$ cat src/inc/ttymf_map.svh
// Constants of the teletypewriter message formatter.
// Assumes a 16-bit word store of 16 groups of eight words.
`ifndef TTYMF_MAP_SVH
`define TTYMF_MAP_SVH
// ----------------------------------------------------------------
// Register port
// ----------------------------------------------------------------
`define TTYMF_ADDR_TOD 8'h80
`define TTYMF_ADDR_STATUS 8'h81
`define TTYMF_ADDR_ACK 8'h82
`define TTYMF_STORE_TOP 1'h1
// ----------------------------------------------------------------
// Progress marks kept in group word 0
// ----------------------------------------------------------------
`define TTYMF_MARK_NONE 4'h0
`define TTYMF_MARK_STD 4'h1
`define TTYMF_MARK_PIN 4'h2
`define TTYMF_MARK_CHK 4'h3
`define TTYMF_MARK_INT 4'h4
`define TTYMF_MARK_TOD 4'h5
`define TTYMF_MARK_DONE 4'h6
// ----------------------------------------------------------------
// Character codes
// ----------------------------------------------------------------
`define TTYMF_C_SPACE 5'h18
`define TTYMF_C_LR 5'h11
`define TTYMF_C_PERIOD 5'h12
`define TTYMF_C_LRBELL 5'h1c
`define TTYMF_C_ONE 5'h01
`define TTYMF_C_L 5'h1b
`define TTYMF_C_E 5'h14
`define TTYMF_C_G 5'h17
`define TTYMF_C_A 5'h13
`define TTYMF_C_DASH 5'h00
`define TTYMF_C_LAST 5'h1f
// ----------------------------------------------------------------
// Layout
// ----------------------------------------------------------------
`define TTYMF_W_FIRST 3'h1
`define TTYMF_W_LAST 3'h7
`define TTYMF_W_LINE1 3'h3
`define TTYMF_W_INT0 3'h5
`define TTYMF_W_INT1 3'h6
`define TTYMF_W_INT2 3'h7
`define TTYMF_W1_LASTCHR 2'h2
`define TTYMF_LASTCHR 2'h3
`define TTYMF_INT_LASTCHR 2'h2
`endif

$ cat src/inc/ttymf_pkg.sv
// Types of the teletypewriter message formatter.
// Assumes ttymf_map.svh supplies the encodings.
`include "ttymf_map.svh"
package ttymf_pkg;
  typedef enum logic [3:0] {
    TTYMF_ST_WAIT = 4'h1,
    TTYMF_ST_LOAD = 4'h2,
    TTYMF_ST_HIGH = 4'h4,
    TTYMF_ST_LOW = 4'h8
  } ttymf_state_type;
  // Position of the next character within a group
  typedef struct packed {
    logic [2:0] word_idx;
    logic [1:0] chr_idx;
    logic sep;
  } ttymf_ctl_type;
  // Print-out register image: busy, top bit, low four bits
  typedef struct packed {
    logic busy;
    logic top;
    logic [3:0] low;
  } ttymf_por_type;
endpackage : ttymf_pkg

$ cat src/verilog/ttymf_formatter.sv
// Teletypewriter message formatter: message store, print-out and print-in.
// Assumes scan_tick pulses once per processor scan and that the printer
// side clears por_busy when a character has gone out.
//
// Notes on behaviour
// Top code bit is 0 for legal, 1 for functional characters.
// Legal codes: dash 0, digits 1-9, zero 10, then M S C T R.
// Space 11000, line return 10001, period 10010, bell return 11100.
// First line holds words of 3, 4, 4 characters; four one-word lines.
// Space between words on a line, line return before a new line.
// Sixteen groups, each one print-in or print-out message.
// Eight words per group; word 0 carries the progress mark.
// Word 1 holds first word in bits 1-12; 13-16 reserved.
// Only low four bits stored; top bit given by high part transfer.
// Rotate word until character sits in bits 13-16, then send it.
// Space and line return come from constants via the working register.
// Control word counts characters, places separators, picks word, shift.
// Print-in steers legal characters into place; functional discarded.
// Intermediate messages in last three words, five bits per character.
// Send leading character, shift word five, write back; one per scan.
// Invalid print-in message answers with ILLEGAL spelled with digit one.
// Time of day printed at the end of every message sequence.
// Check mode prints every teletypewriter character in turn.
// Completed print-in group handed to the maintenance request handler.
// High part transfer sets busy bit and the character top bit.
// Next character written only after per-scan check shows idle.
// Period ends a print-in message; operator ends each with a period.
// One group served at a time; groups with no pending mark skipped.
//
// Strobed register access and the placing of the registers were chosen for this implementation.
`timescale 1ns/100ps
`include "ttymf_map.svh"
module ttymf_formatter import ttymf_pkg::*; (
  input wire logic sys_clk,
  input wire logic rst_b,
  input wire logic [7:0] reg_addr,
  input wire logic [15:0] reg_wdata,
  input wire logic reg_wr,
  input wire logic reg_rd,
  output logic [15:0] reg_rdata_r,
  input wire logic scan_tick,
  input wire logic por_busy,
  input wire logic pin_strobe,
  input wire logic [4:0] pin_char,
  output ttymf_por_type por_data_r,
  output logic por_high_load_r,
  output logic por_low_load_r,
  output logic por_start_r,
  output logic handoff_pend_r,
  output logic [3:0] handoff_group_r
);
  // ----------------------------------------------------------------
  // Helpers
  // ----------------------------------------------------------------
  // Character k is brought to bits 13-16 by rotating k+1 places of four (see)
  function automatic logic [15:0] ttymf_rotl4(input logic [15:0] w,
                                              input logic [1:0] k);
    case (k)
      2'h0: ttymf_rotl4 = {w[11:0], w[15:12]};
      2'h1: ttymf_rotl4 = {w[7:0], w[15:8]};
      2'h2: ttymf_rotl4 = {w[3:0], w[15:4]};
      default: ttymf_rotl4 = w;
    endcase
  endfunction : ttymf_rotl4
  // Five-bit packing: first character top bit in bit 1, low bits in 13-16 (see)
  function automatic logic [15:0] ttymf_pack3(input logic [4:0] c0,
                                              input logic [4:0] c1,
                                              input logic [4:0] c2);
    ttymf_pack3 = {c0[4], c1[3:0], c1[4], c2[3:0], c2[4], 1'b0, c0[3:0]};
  endfunction : ttymf_pack3
  // ----------------------------------------------------------------
  // State
  // ----------------------------------------------------------------
  logic [15:0] store_mem [0:127];
  ttymf_state_type state_r;
  ttymf_ctl_type control_word_r;
  logic [3:0] grp_r;
  logic [15:0] working_register_r;
  logic top_r;
  logic [4:0] chk_r;
  logic pin_bad_r;
  logic [15:0] tod_r;
  logic [15:0] cur_word;
  logic [3:0] mark;
  logic pin_take;
  logic pin_func;
  logic pin_full;
  logic seq_end;
  logic int_end;
  logic [15:0] int_next;
  logic [15:0] nib_word;
  logic [6:0] grp_base;
  assign grp_base = {grp_r, 3'h0};
  assign mark = store_mem[grp_base][3:0];
  assign cur_word = store_mem[grp_base | {4'h0, control_word_r.word_idx}];
  // Shift left five: the sent character drops out, so an emptied tail
  // reads zero; trailing dashes are therefore never printed
  assign int_next = {working_register_r[10:4], 5'h00,
                     working_register_r[14:11]};
  assign pin_func = pin_char[4];
  // Word index wraps to zero once word 7 is filled
  assign pin_full = control_word_r.word_idx < `TTYMF_W_FIRST;
  assign pin_take = pin_strobe && state_r == TTYMF_ST_WAIT &&
                    mark == `TTYMF_MARK_PIN;
  // Legal character overwrites its nibble, bits 1-4 first (see)
  always_comb begin
    nib_word = cur_word;
    case (control_word_r.chr_idx)
      2'h0: nib_word[15:12] = pin_char[3:0];
      2'h1: nib_word[11:8] = pin_char[3:0];
      2'h2: nib_word[7:4] = pin_char[3:0];
      default: nib_word[3:0] = pin_char[3:0];
    endcase
  end
  // Last character of the current sequence is going out in this cycle
  always_comb begin
    int_end = control_word_r.word_idx == `TTYMF_W_INT2 &&
              (int_next == 16'h0000 ||
               control_word_r.chr_idx == `TTYMF_INT_LASTCHR);
    case (mark)
      `TTYMF_MARK_STD: seq_end = !control_word_r.sep &&
          control_word_r.word_idx == `TTYMF_W_LAST &&
          control_word_r.chr_idx == `TTYMF_LASTCHR;
      `TTYMF_MARK_CHK: seq_end = chk_r == `TTYMF_C_LAST;
      `TTYMF_MARK_INT: seq_end = int_end;
      `TTYMF_MARK_TOD: seq_end = !control_word_r.sep &&
          control_word_r.chr_idx == `TTYMF_LASTCHR;
      default: seq_end = 1'b0;
    endcase
  end
  // ----------------------------------------------------------------
  // Sequencer
  // ----------------------------------------------------------------
  always_ff @(posedge sys_clk or negedge rst_b) begin
    if (!rst_b) begin
      state_r <= TTYMF_ST_WAIT;
    end else begin
      case (state_r)
        TTYMF_ST_WAIT: begin
          if (scan_tick && !por_busy && (mark == `TTYMF_MARK_STD ||
              mark == `TTYMF_MARK_CHK || mark == `TTYMF_MARK_INT ||
              mark == `TTYMF_MARK_TOD)) begin
            state_r <= TTYMF_ST_LOAD;
          end
        end
        TTYMF_ST_LOAD: state_r <= TTYMF_ST_HIGH;
        TTYMF_ST_HIGH: state_r <= TTYMF_ST_LOW;
        TTYMF_ST_LOW: state_r <= TTYMF_ST_WAIT;
        default: state_r <= TTYMF_ST_WAIT;
      endcase
    end
  end
  // Idle groups are skipped one per cycle; print-in holds the group
  always_ff @(posedge sys_clk or negedge rst_b) begin
    if (!rst_b) begin
      grp_r <= 4'h0;
    end else if (state_r == TTYMF_ST_WAIT && (mark == `TTYMF_MARK_NONE ||
                 mark == `TTYMF_MARK_DONE || mark > `TTYMF_MARK_DONE)) begin
      grp_r <= grp_r + 4'h1;
    end
  end
  // Working register takes the rotated word, the raw word, the check code or a constant
  always_ff @(posedge sys_clk or negedge rst_b) begin
    if (!rst_b) begin
      working_register_r <= 16'h0000;
      top_r <= 1'b0;
    end else if (state_r == TTYMF_ST_LOAD) begin
      if (mark == `TTYMF_MARK_CHK) begin
        working_register_r <= {12'h000, chk_r[3:0]};
        top_r <= chk_r[4];
      end else if (mark == `TTYMF_MARK_INT) begin
        working_register_r <= cur_word;
        top_r <= cur_word[15];
      end else if (control_word_r.sep) begin
        top_r <= 1'b1;
        if (mark == `TTYMF_MARK_STD &&
            control_word_r.word_idx <= `TTYMF_W_LINE1) begin
          working_register_r <= {11'h000, `TTYMF_C_SPACE};
        end else begin
          working_register_r <= {11'h000, `TTYMF_C_LR};
        end
      end else if (mark == `TTYMF_MARK_TOD) begin
        working_register_r <= ttymf_rotl4(tod_r, control_word_r.chr_idx);
        top_r <= 1'b0;
      end else begin
        working_register_r <= ttymf_rotl4(cur_word,
                                          control_word_r.chr_idx);
        top_r <= 1'b0;
      end
    end
  end
  // ----------------------------------------------------------------
  // Print-out register transfers
  // ----------------------------------------------------------------
  always_ff @(posedge sys_clk or negedge rst_b) begin
    if (!rst_b) begin
      por_data_r <= '0;
      por_high_load_r <= 1'b0;
      por_low_load_r <= 1'b0;
      por_start_r <= 1'b0;
    end else begin
      por_high_load_r <= state_r == TTYMF_ST_HIGH;
      por_low_load_r <= state_r == TTYMF_ST_LOW;
      por_start_r <= state_r == TTYMF_ST_LOW;
      if (state_r == TTYMF_ST_HIGH) begin
        por_data_r.busy <= 1'b1;
        por_data_r.top <= top_r;
      end
      if (state_r == TTYMF_ST_LOW) begin
        por_data_r.low <= working_register_r[3:0];
      end
    end
  end
  // ----------------------------------------------------------------
  // Control word
  // ----------------------------------------------------------------
  always_ff @(posedge sys_clk or negedge rst_b) begin
    if (!rst_b) begin
      control_word_r <= '{`TTYMF_W_FIRST, 2'h0, 1'b0};
      chk_r <= 5'h00;
    end else if (state_r == TTYMF_ST_WAIT && mark != `TTYMF_MARK_PIN &&
                 mark != `TTYMF_MARK_STD && mark != `TTYMF_MARK_INT &&
                 mark != `TTYMF_MARK_CHK && mark != `TTYMF_MARK_TOD) begin
      control_word_r <= '{`TTYMF_W_FIRST, 2'h0, 1'b0};
      chk_r <= 5'h00;
    end else if (pin_take && !pin_func && !pin_full) begin

      if (control_word_r.chr_idx == `TTYMF_LASTCHR ||
          (control_word_r.word_idx == `TTYMF_W_FIRST &&
           control_word_r.chr_idx == `TTYMF_W1_LASTCHR)) begin
        control_word_r.word_idx <= control_word_r.word_idx + 3'h1;
        control_word_r.chr_idx <= 2'h0;
      end else begin
        control_word_r.chr_idx <= control_word_r.chr_idx + 2'h1;
      end
    end else if (pin_take && pin_char == `TTYMF_C_PERIOD) begin
      control_word_r <= '{`TTYMF_W_INT0, 2'h0, 1'b0};
    end else if (state_r == TTYMF_ST_LOW) begin
      if (seq_end) begin
        // Time of day opens on its own line
        control_word_r <= '{`TTYMF_W_FIRST, 2'h0, 1'b1};
      end else if (mark == `TTYMF_MARK_CHK) begin
        chk_r <= chk_r + 5'h01;
      end else if (mark == `TTYMF_MARK_INT) begin
        if (control_word_r.chr_idx == `TTYMF_INT_LASTCHR ||
            int_next == 16'h0000) begin
          control_word_r.word_idx <= control_word_r.word_idx + 3'h1;
          control_word_r.chr_idx <= 2'h0;
        end else begin
          control_word_r.chr_idx <= control_word_r.chr_idx + 2'h1;
        end
      end else if (control_word_r.sep) begin
        control_word_r.sep <= 1'b0;
      end else if (control_word_r.chr_idx == `TTYMF_LASTCHR ||
                   (mark == `TTYMF_MARK_STD &&
                    control_word_r.word_idx == `TTYMF_W_FIRST &&
                    control_word_r.chr_idx == `TTYMF_W1_LASTCHR)) begin

        control_word_r.word_idx <= control_word_r.word_idx + 3'h1;
        control_word_r.chr_idx <= 2'h0;
        control_word_r.sep <= 1'b1;
      end else begin
        control_word_r.chr_idx <= control_word_r.chr_idx + 2'h1;
      end
    end
  end
  // Functional characters other than space, line return, bell return and period, or legal ones past word 7, make the message invalid
  always_ff @(posedge sys_clk or negedge rst_b) begin
    if (!rst_b) begin
      pin_bad_r <= 1'b0;
    end else if (mark != `TTYMF_MARK_PIN) begin
      pin_bad_r <= 1'b0;
    end else if (pin_take && ((pin_func && pin_char != `TTYMF_C_SPACE &&
                 pin_char != `TTYMF_C_LR && pin_char != `TTYMF_C_LRBELL &&
                 pin_char != `TTYMF_C_PERIOD) || (!pin_func && pin_full))) begin
      pin_bad_r <= 1'b1;
    end
  end
  // ----------------------------------------------------------------
  // Message store; formatter writes win over software
  // ----------------------------------------------------------------
  always_ff @(posedge sys_clk) begin
    if (pin_take && !pin_func && !pin_full) begin
      store_mem[grp_base | {4'h0, control_word_r.word_idx}] <= nib_word;
    end else if (pin_take && pin_char == `TTYMF_C_PERIOD) begin

      if (pin_bad_r || !pin_full) begin

        store_mem[grp_base] <= {12'h000, `TTYMF_MARK_INT};
        store_mem[grp_base | {4'h0, `TTYMF_W_INT0}] <= ttymf_pack3(
            `TTYMF_C_ONE, `TTYMF_C_L, `TTYMF_C_L);
        store_mem[grp_base | {4'h0, `TTYMF_W_INT1}] <= ttymf_pack3(
            `TTYMF_C_E, `TTYMF_C_G, `TTYMF_C_A);
        store_mem[grp_base | {4'h0, `TTYMF_W_INT2}] <= ttymf_pack3(
            `TTYMF_C_L, `TTYMF_C_DASH, `TTYMF_C_DASH);
      end else begin
        store_mem[grp_base] <= {12'h000, `TTYMF_MARK_DONE};
      end
    end else if (state_r == TTYMF_ST_LOW) begin
      if (mark == `TTYMF_MARK_INT) begin

        store_mem[grp_base | {4'h0, control_word_r.word_idx}] <= int_next;
      end
      if (seq_end) begin
        store_mem[grp_base] <= {12'h000, (mark == `TTYMF_MARK_TOD) ?
            `TTYMF_MARK_NONE : `TTYMF_MARK_TOD};
      end
    end else if (reg_wr && reg_addr[7] != `TTYMF_STORE_TOP) begin
      store_mem[reg_addr[6:0]] <= reg_wdata;
    end
  end
  // ----------------------------------------------------------------
  // Registers and hand-over to the request handler
  // ----------------------------------------------------------------
  always_ff @(posedge sys_clk or negedge rst_b) begin
    if (!rst_b) begin
      tod_r <= 16'h0000;
    end else if (reg_wr && reg_addr == `TTYMF_ADDR_TOD) begin
      tod_r <= reg_wdata;
    end
  end
  always_ff @(posedge sys_clk or negedge rst_b) begin
    if (!rst_b) begin
      handoff_pend_r <= 1'b0;
      handoff_group_r <= 4'h0;
    end else if (pin_take && pin_char == `TTYMF_C_PERIOD && !pin_bad_r &&
                 pin_full) begin
      // A completion beats an acknowledge in the same cycle
      handoff_pend_r <= 1'b1;
      handoff_group_r <= grp_r;
    end else if (reg_wr && reg_addr == `TTYMF_ADDR_ACK) begin
      handoff_pend_r <= 1'b0;
    end
  end
  always_ff @(posedge sys_clk or negedge rst_b) begin
    if (!rst_b) begin
      reg_rdata_r <= 16'h0000;
    end else if (!reg_rd) begin
      reg_rdata_r <= 16'h0000;
    end else if (reg_addr[7] != `TTYMF_STORE_TOP) begin
      reg_rdata_r <= store_mem[reg_addr[6:0]];
    end else if (reg_addr == `TTYMF_ADDR_TOD) begin
      reg_rdata_r <= tod_r;
    end else if (reg_addr == `TTYMF_ADDR_STATUS) begin
      reg_rdata_r <= {handoff_pend_r, 3'h0, handoff_group_r, grp_r,
                      state_r};
    end else begin
      reg_rdata_r <= 16'h0000;
    end
  end
endmodule : ttymf_formatter

$ cat config.mk
export PLATFORM = sky130hd
export DESIGN_NAME = ttymf_formatter
export DESIGN_NICKNAME = d
export VERILOG_FILES = /design/src/inc/ttymf_pkg.sv /design/src/verilog/ttymf_formatter.sv
export VERILOG_INCLUDE_DIRS = /design/src /design/src/inc
export SDC_FILE = /design/constraint.sdc
export NUM_CORES = 2
export LEC_CHECK = 0
export BUFFER_PORTS_ARGS = -buffer_cell sky130_fd_sc_hd__buf_2
export CORE_MARGIN = 8
export CORE_UTILIZATION = 55
export CTS_CLUSTER_DIAMETER = 30
export CTS_CLUSTER_SIZE = 10
export DETAILED_ROUTE_END_ITERATION = 10
export MAX_ROUTING_LAYER = met4
export PLACE_DENSITY = 0.71
export RECOVER_POWER = 25
export SLEW_MARGIN = 20
export SYNTH_ARGS = -nofsm -noshare
export SYNTH_HDL_FRONTEND = slang
export SYNTH_SLANG_ARGS = --single-unit
$ cat constraint.sdc
create_clock -name sys_clk -period 12.3 [get_ports sys_clk]
set_input_delay 1.845 -clock sys_clk [delete_from_list [all_inputs] [get_ports sys_clk]]
set_output_delay 1.845 -clock sys_clk [all_outputs]
set_load 0.03 [all_outputs]
==> flow_summary.json <==
{
  "relSlewSlack_pct": -298,
  "ys.flop_type": "edfxtp_1",
  "tns_ps": 0,
  "cts-resized-gates": 0,
  "critical_path.max_stage_delay_ps": 2770,
  "htree_num_levels": 5,
  "cts_tree": "built",
  "place_congestion": 1.11,
  "hold_path_class": "register to register",
  "pre_cts_slack_ps": 5010,
  "synth_cell_types": 119,
  "io_buffers": 65,
  "cts_buffers": 464,
  "fmax_mhz": 95.2,
  "die_x_um": 460,
  "coreArea_sq_mm": 0.197,
  "final_cell_area_sq_mm": 0.128,
  "dp_cells": 10400,
  "critPathLaunchType": "register",
  "synthTopCellsByArea": "edfxtp_1, mux4_2, dfxtp_1",
  "cts.clk_slew.worst_paths_ps": 50,
  "synth_edf_count": 1072,
  "ctsRootBufferMaster": "clkbuf_16",
  "start_util_pct": 55.2,
  "synth_seq_cells": 2129,
  "gr-total-overflow": 0,
  "setup_violations": 0,
  "ys_seq_area_share_pct": 49.5,
  "synthCells": 8110,
  "violations": "design-rule violations, max-capacitance violations, max-slew violations",
  "drt-initial-drc-count": 16400,
  "wl_per_cell_um": 47.1,
  "syn_to_final_growth_pct": 17.8,
  "required_ps": 12870,
  "rsz0062_at_grt": "false",
  "async_flop_share_pct": 3.80,
  "slew_violations": 820,
  "clock_sinks": 2129,
  "clk_path_buf_depth": 4,
  "min_period_ps": 10510,
  "synth_most_common_cell": "mux4_2",
  "post-route-util_pct": 65.0,
  "grt_max_degree": 123,
  "synth_top_cell_by_area": "edfxtp_1",
  "grtUsageTotal_pct": 50.8,
  "avgSynthCellArea_sq_um": 13.4,
  "worst_ir_drop_vdd_mv": 0.271,
  "slowest_stage": "clkbuf_1",
  "syn_nets": 8160,
  "synth_area_sq_mm": 0.109,
  "num_io_pins": 66,
  "dp_hpwl_mm": 353,
  "max_cap_viol_count": 46,
  "die_h_um": 460,
  "crit_buf_inv": 4,
  "finalHoldViolCount": 0,
  "instances_no_fill": 11400,
  "fillers": 14300,
  "rows": 163,
  "dr.pass1.iters": 11,
  "vias": 89500,
  "whs_ps": 466,
  "via_per_inst": 7.86,
  "path_cells": "clkbuf_1 > a211oi_1 > o31a_2 > a22oi_1 > nor2_1 > a31oi_2 > buf_4 > o21ai_0 > buf_4 > nor3_1 > clkbuf_1",
  "synth_top_area_share_pct": 29.7,
  "antenna_left": 0,
  "grt_pass1_wl_mm": 718,
  "path_delay_family": "buffers and inverters",
  "p_leak_nw": 44.4,
  "place_area_sq_mm": 0.112,
  "nets": 8324,
  "yosys-top-cells-count": "mux4_2, edfxtp_1, dfxtp_1, nand2_1, nor2_1",
  "grt_pass1_vias": 85800,
  "total_power_mw": 31.7,
  "postCtsSetupBuffers": 0,
  "drc": 1,
  "path_class": "register to register",
  "clock-skew-final_ps": 91.8,
  "worstSkewPairLatency_ps": 1050,
  "endpoint_kind": "register",
  "power.density_mw_per_mm2": 248,
  "status": "complete, but fails checks",
  "drt-total-wl_mm": 536,
  "layout-drive-gt1-share_pct": 31.2,
  "die-area_sq_mm": 0.212,
  "hold_buffers": 0,
  "setup_ws_ps": 1790,
  "critPathArrivalTime_ps": 11080,
  "yosysWarningCount": 0,
  "tightest_slew_ps": 5980,
  "crit_fanout": 35,
  "period_share_pct": 85.4,
  "antenna_found_initial": 54
}
-- worst min-delay path, delay by kind of cell, from the launching register on --
kind             cells  cell delay (ps)
AO/OA/AOI/OAI        1               50
AND/OR/NAND/NOR      1               50
flip-flops           1              310
-- layout by cell type (no fill, tap or decap), drive strengths merged, types with 61 or more instances in the layout --
cell    netlist  final
buf         428    376
a21oi       553    553
nor3        202    202
mux2         84     84
nand2       557    557
clkbuf      335    630
bufinv        0     64
inv          33     64
diode         0     72
dfrtp        79     79
clkinv        5    169
a22oi       141    141
a31oi        65     65
o211ai      105    105
a221o        61     61
dfxtp       976    976
nor2        563    563
edfxtp     1072   1072
mux2i       243    243
mux4       1128   1128
o21ai       442    442
nand3       228    228
a211oi      285    285
-- cells by family (layout without fill, tap and decap cells) --
group | Yosys count | count (layout) | synth area share [%]
AO/OA/AOI/OAI | 1943 | 1943 | 12.2
buffers and inverters | 801 | 1358 | 4.12
flip-flops | 2129 | 2129 | 49.5
XOR/XNOR | 6 | 6 | 0.0484
other | 0 | 72 | 0
multiplexers | 1455 | 1455 | 26.6
adder cells (fa/ha/maj) | 14 | 14 | 0.161
AND/OR/NAND/NOR | 1762 | 1762 | 7.34
-- power breakdown --
group / total, mW / internal (mW) / switching (mW)
registers: 9.57 / 8.98 / 0.594
clock network: 12.9 / 8.58 / 4.27
logic: 9.22 / 2.17 / 7.06
total: 31.7 / 19.7 / 11.9
-- cell type report --
| class | instances | area, sq um | share of cell area, % |
|---|---|---|---|
| Clock inverter | 314 | 3660 | 2.87 |
| Clock buffer | 545 | 12500 | 9.79 |
| Timing Repair Buffer | 461 | 3310 | 2.59 |
| Sequential cell | 2129 | 53800 | 42.1 |
| Multi-Input combinational cell | 5180 | 50900 | 39.8 |
| Antenna cell | 72 | 180 | 0.141 |
| Tap cell | 2640 | 3300 | 2.59 |
| Inverter | 38 | 149 | 0.117 |
-- registers in the layout, indices dropped and copies added (netlist names) --
signal and count:
state_r 4, reg_rdata_r 16, chk_r 5, handoff_group_r 4, por_start_r 1, store_mem 2048, top_r 1, grp_r 4
handoff_pend_r 1, por_high_load_r 1, working_register_r 15, control_word_r 6, tod_r 16, pin_bad_r 1, por_data_r 6
-- final timing paths --
check / start / end / slack [ps] / cells past startpoint
max: grp_r[0] / store_mem[115][10] / 1790 / 11
min: store_mem[53][13] / store_mem[53][13] / 470 / 2
max reg2reg: grp_r[0] / store_mem[115][10] / 1790 / 11
min reg2reg: store_mem[53][13] / store_mem[53][13] / 470 / 2
max in group asynchronous: rst_b / pin_bad_r / 7010 / 2
min in group asynchronous: rst_b / state_r[3] / 1530 / 1
-- metal layers --
layer	vias to the layer above	wire (um)	track usage (%)
li1	33100	-	-
met1	45000	175000	60.0
met2	8994	217000	67.6
met3	2355	87500	21.8
met4	0	56600	40.3
met5	-	0	-
No activity file was read; power rests on OpenSTA's default activity.
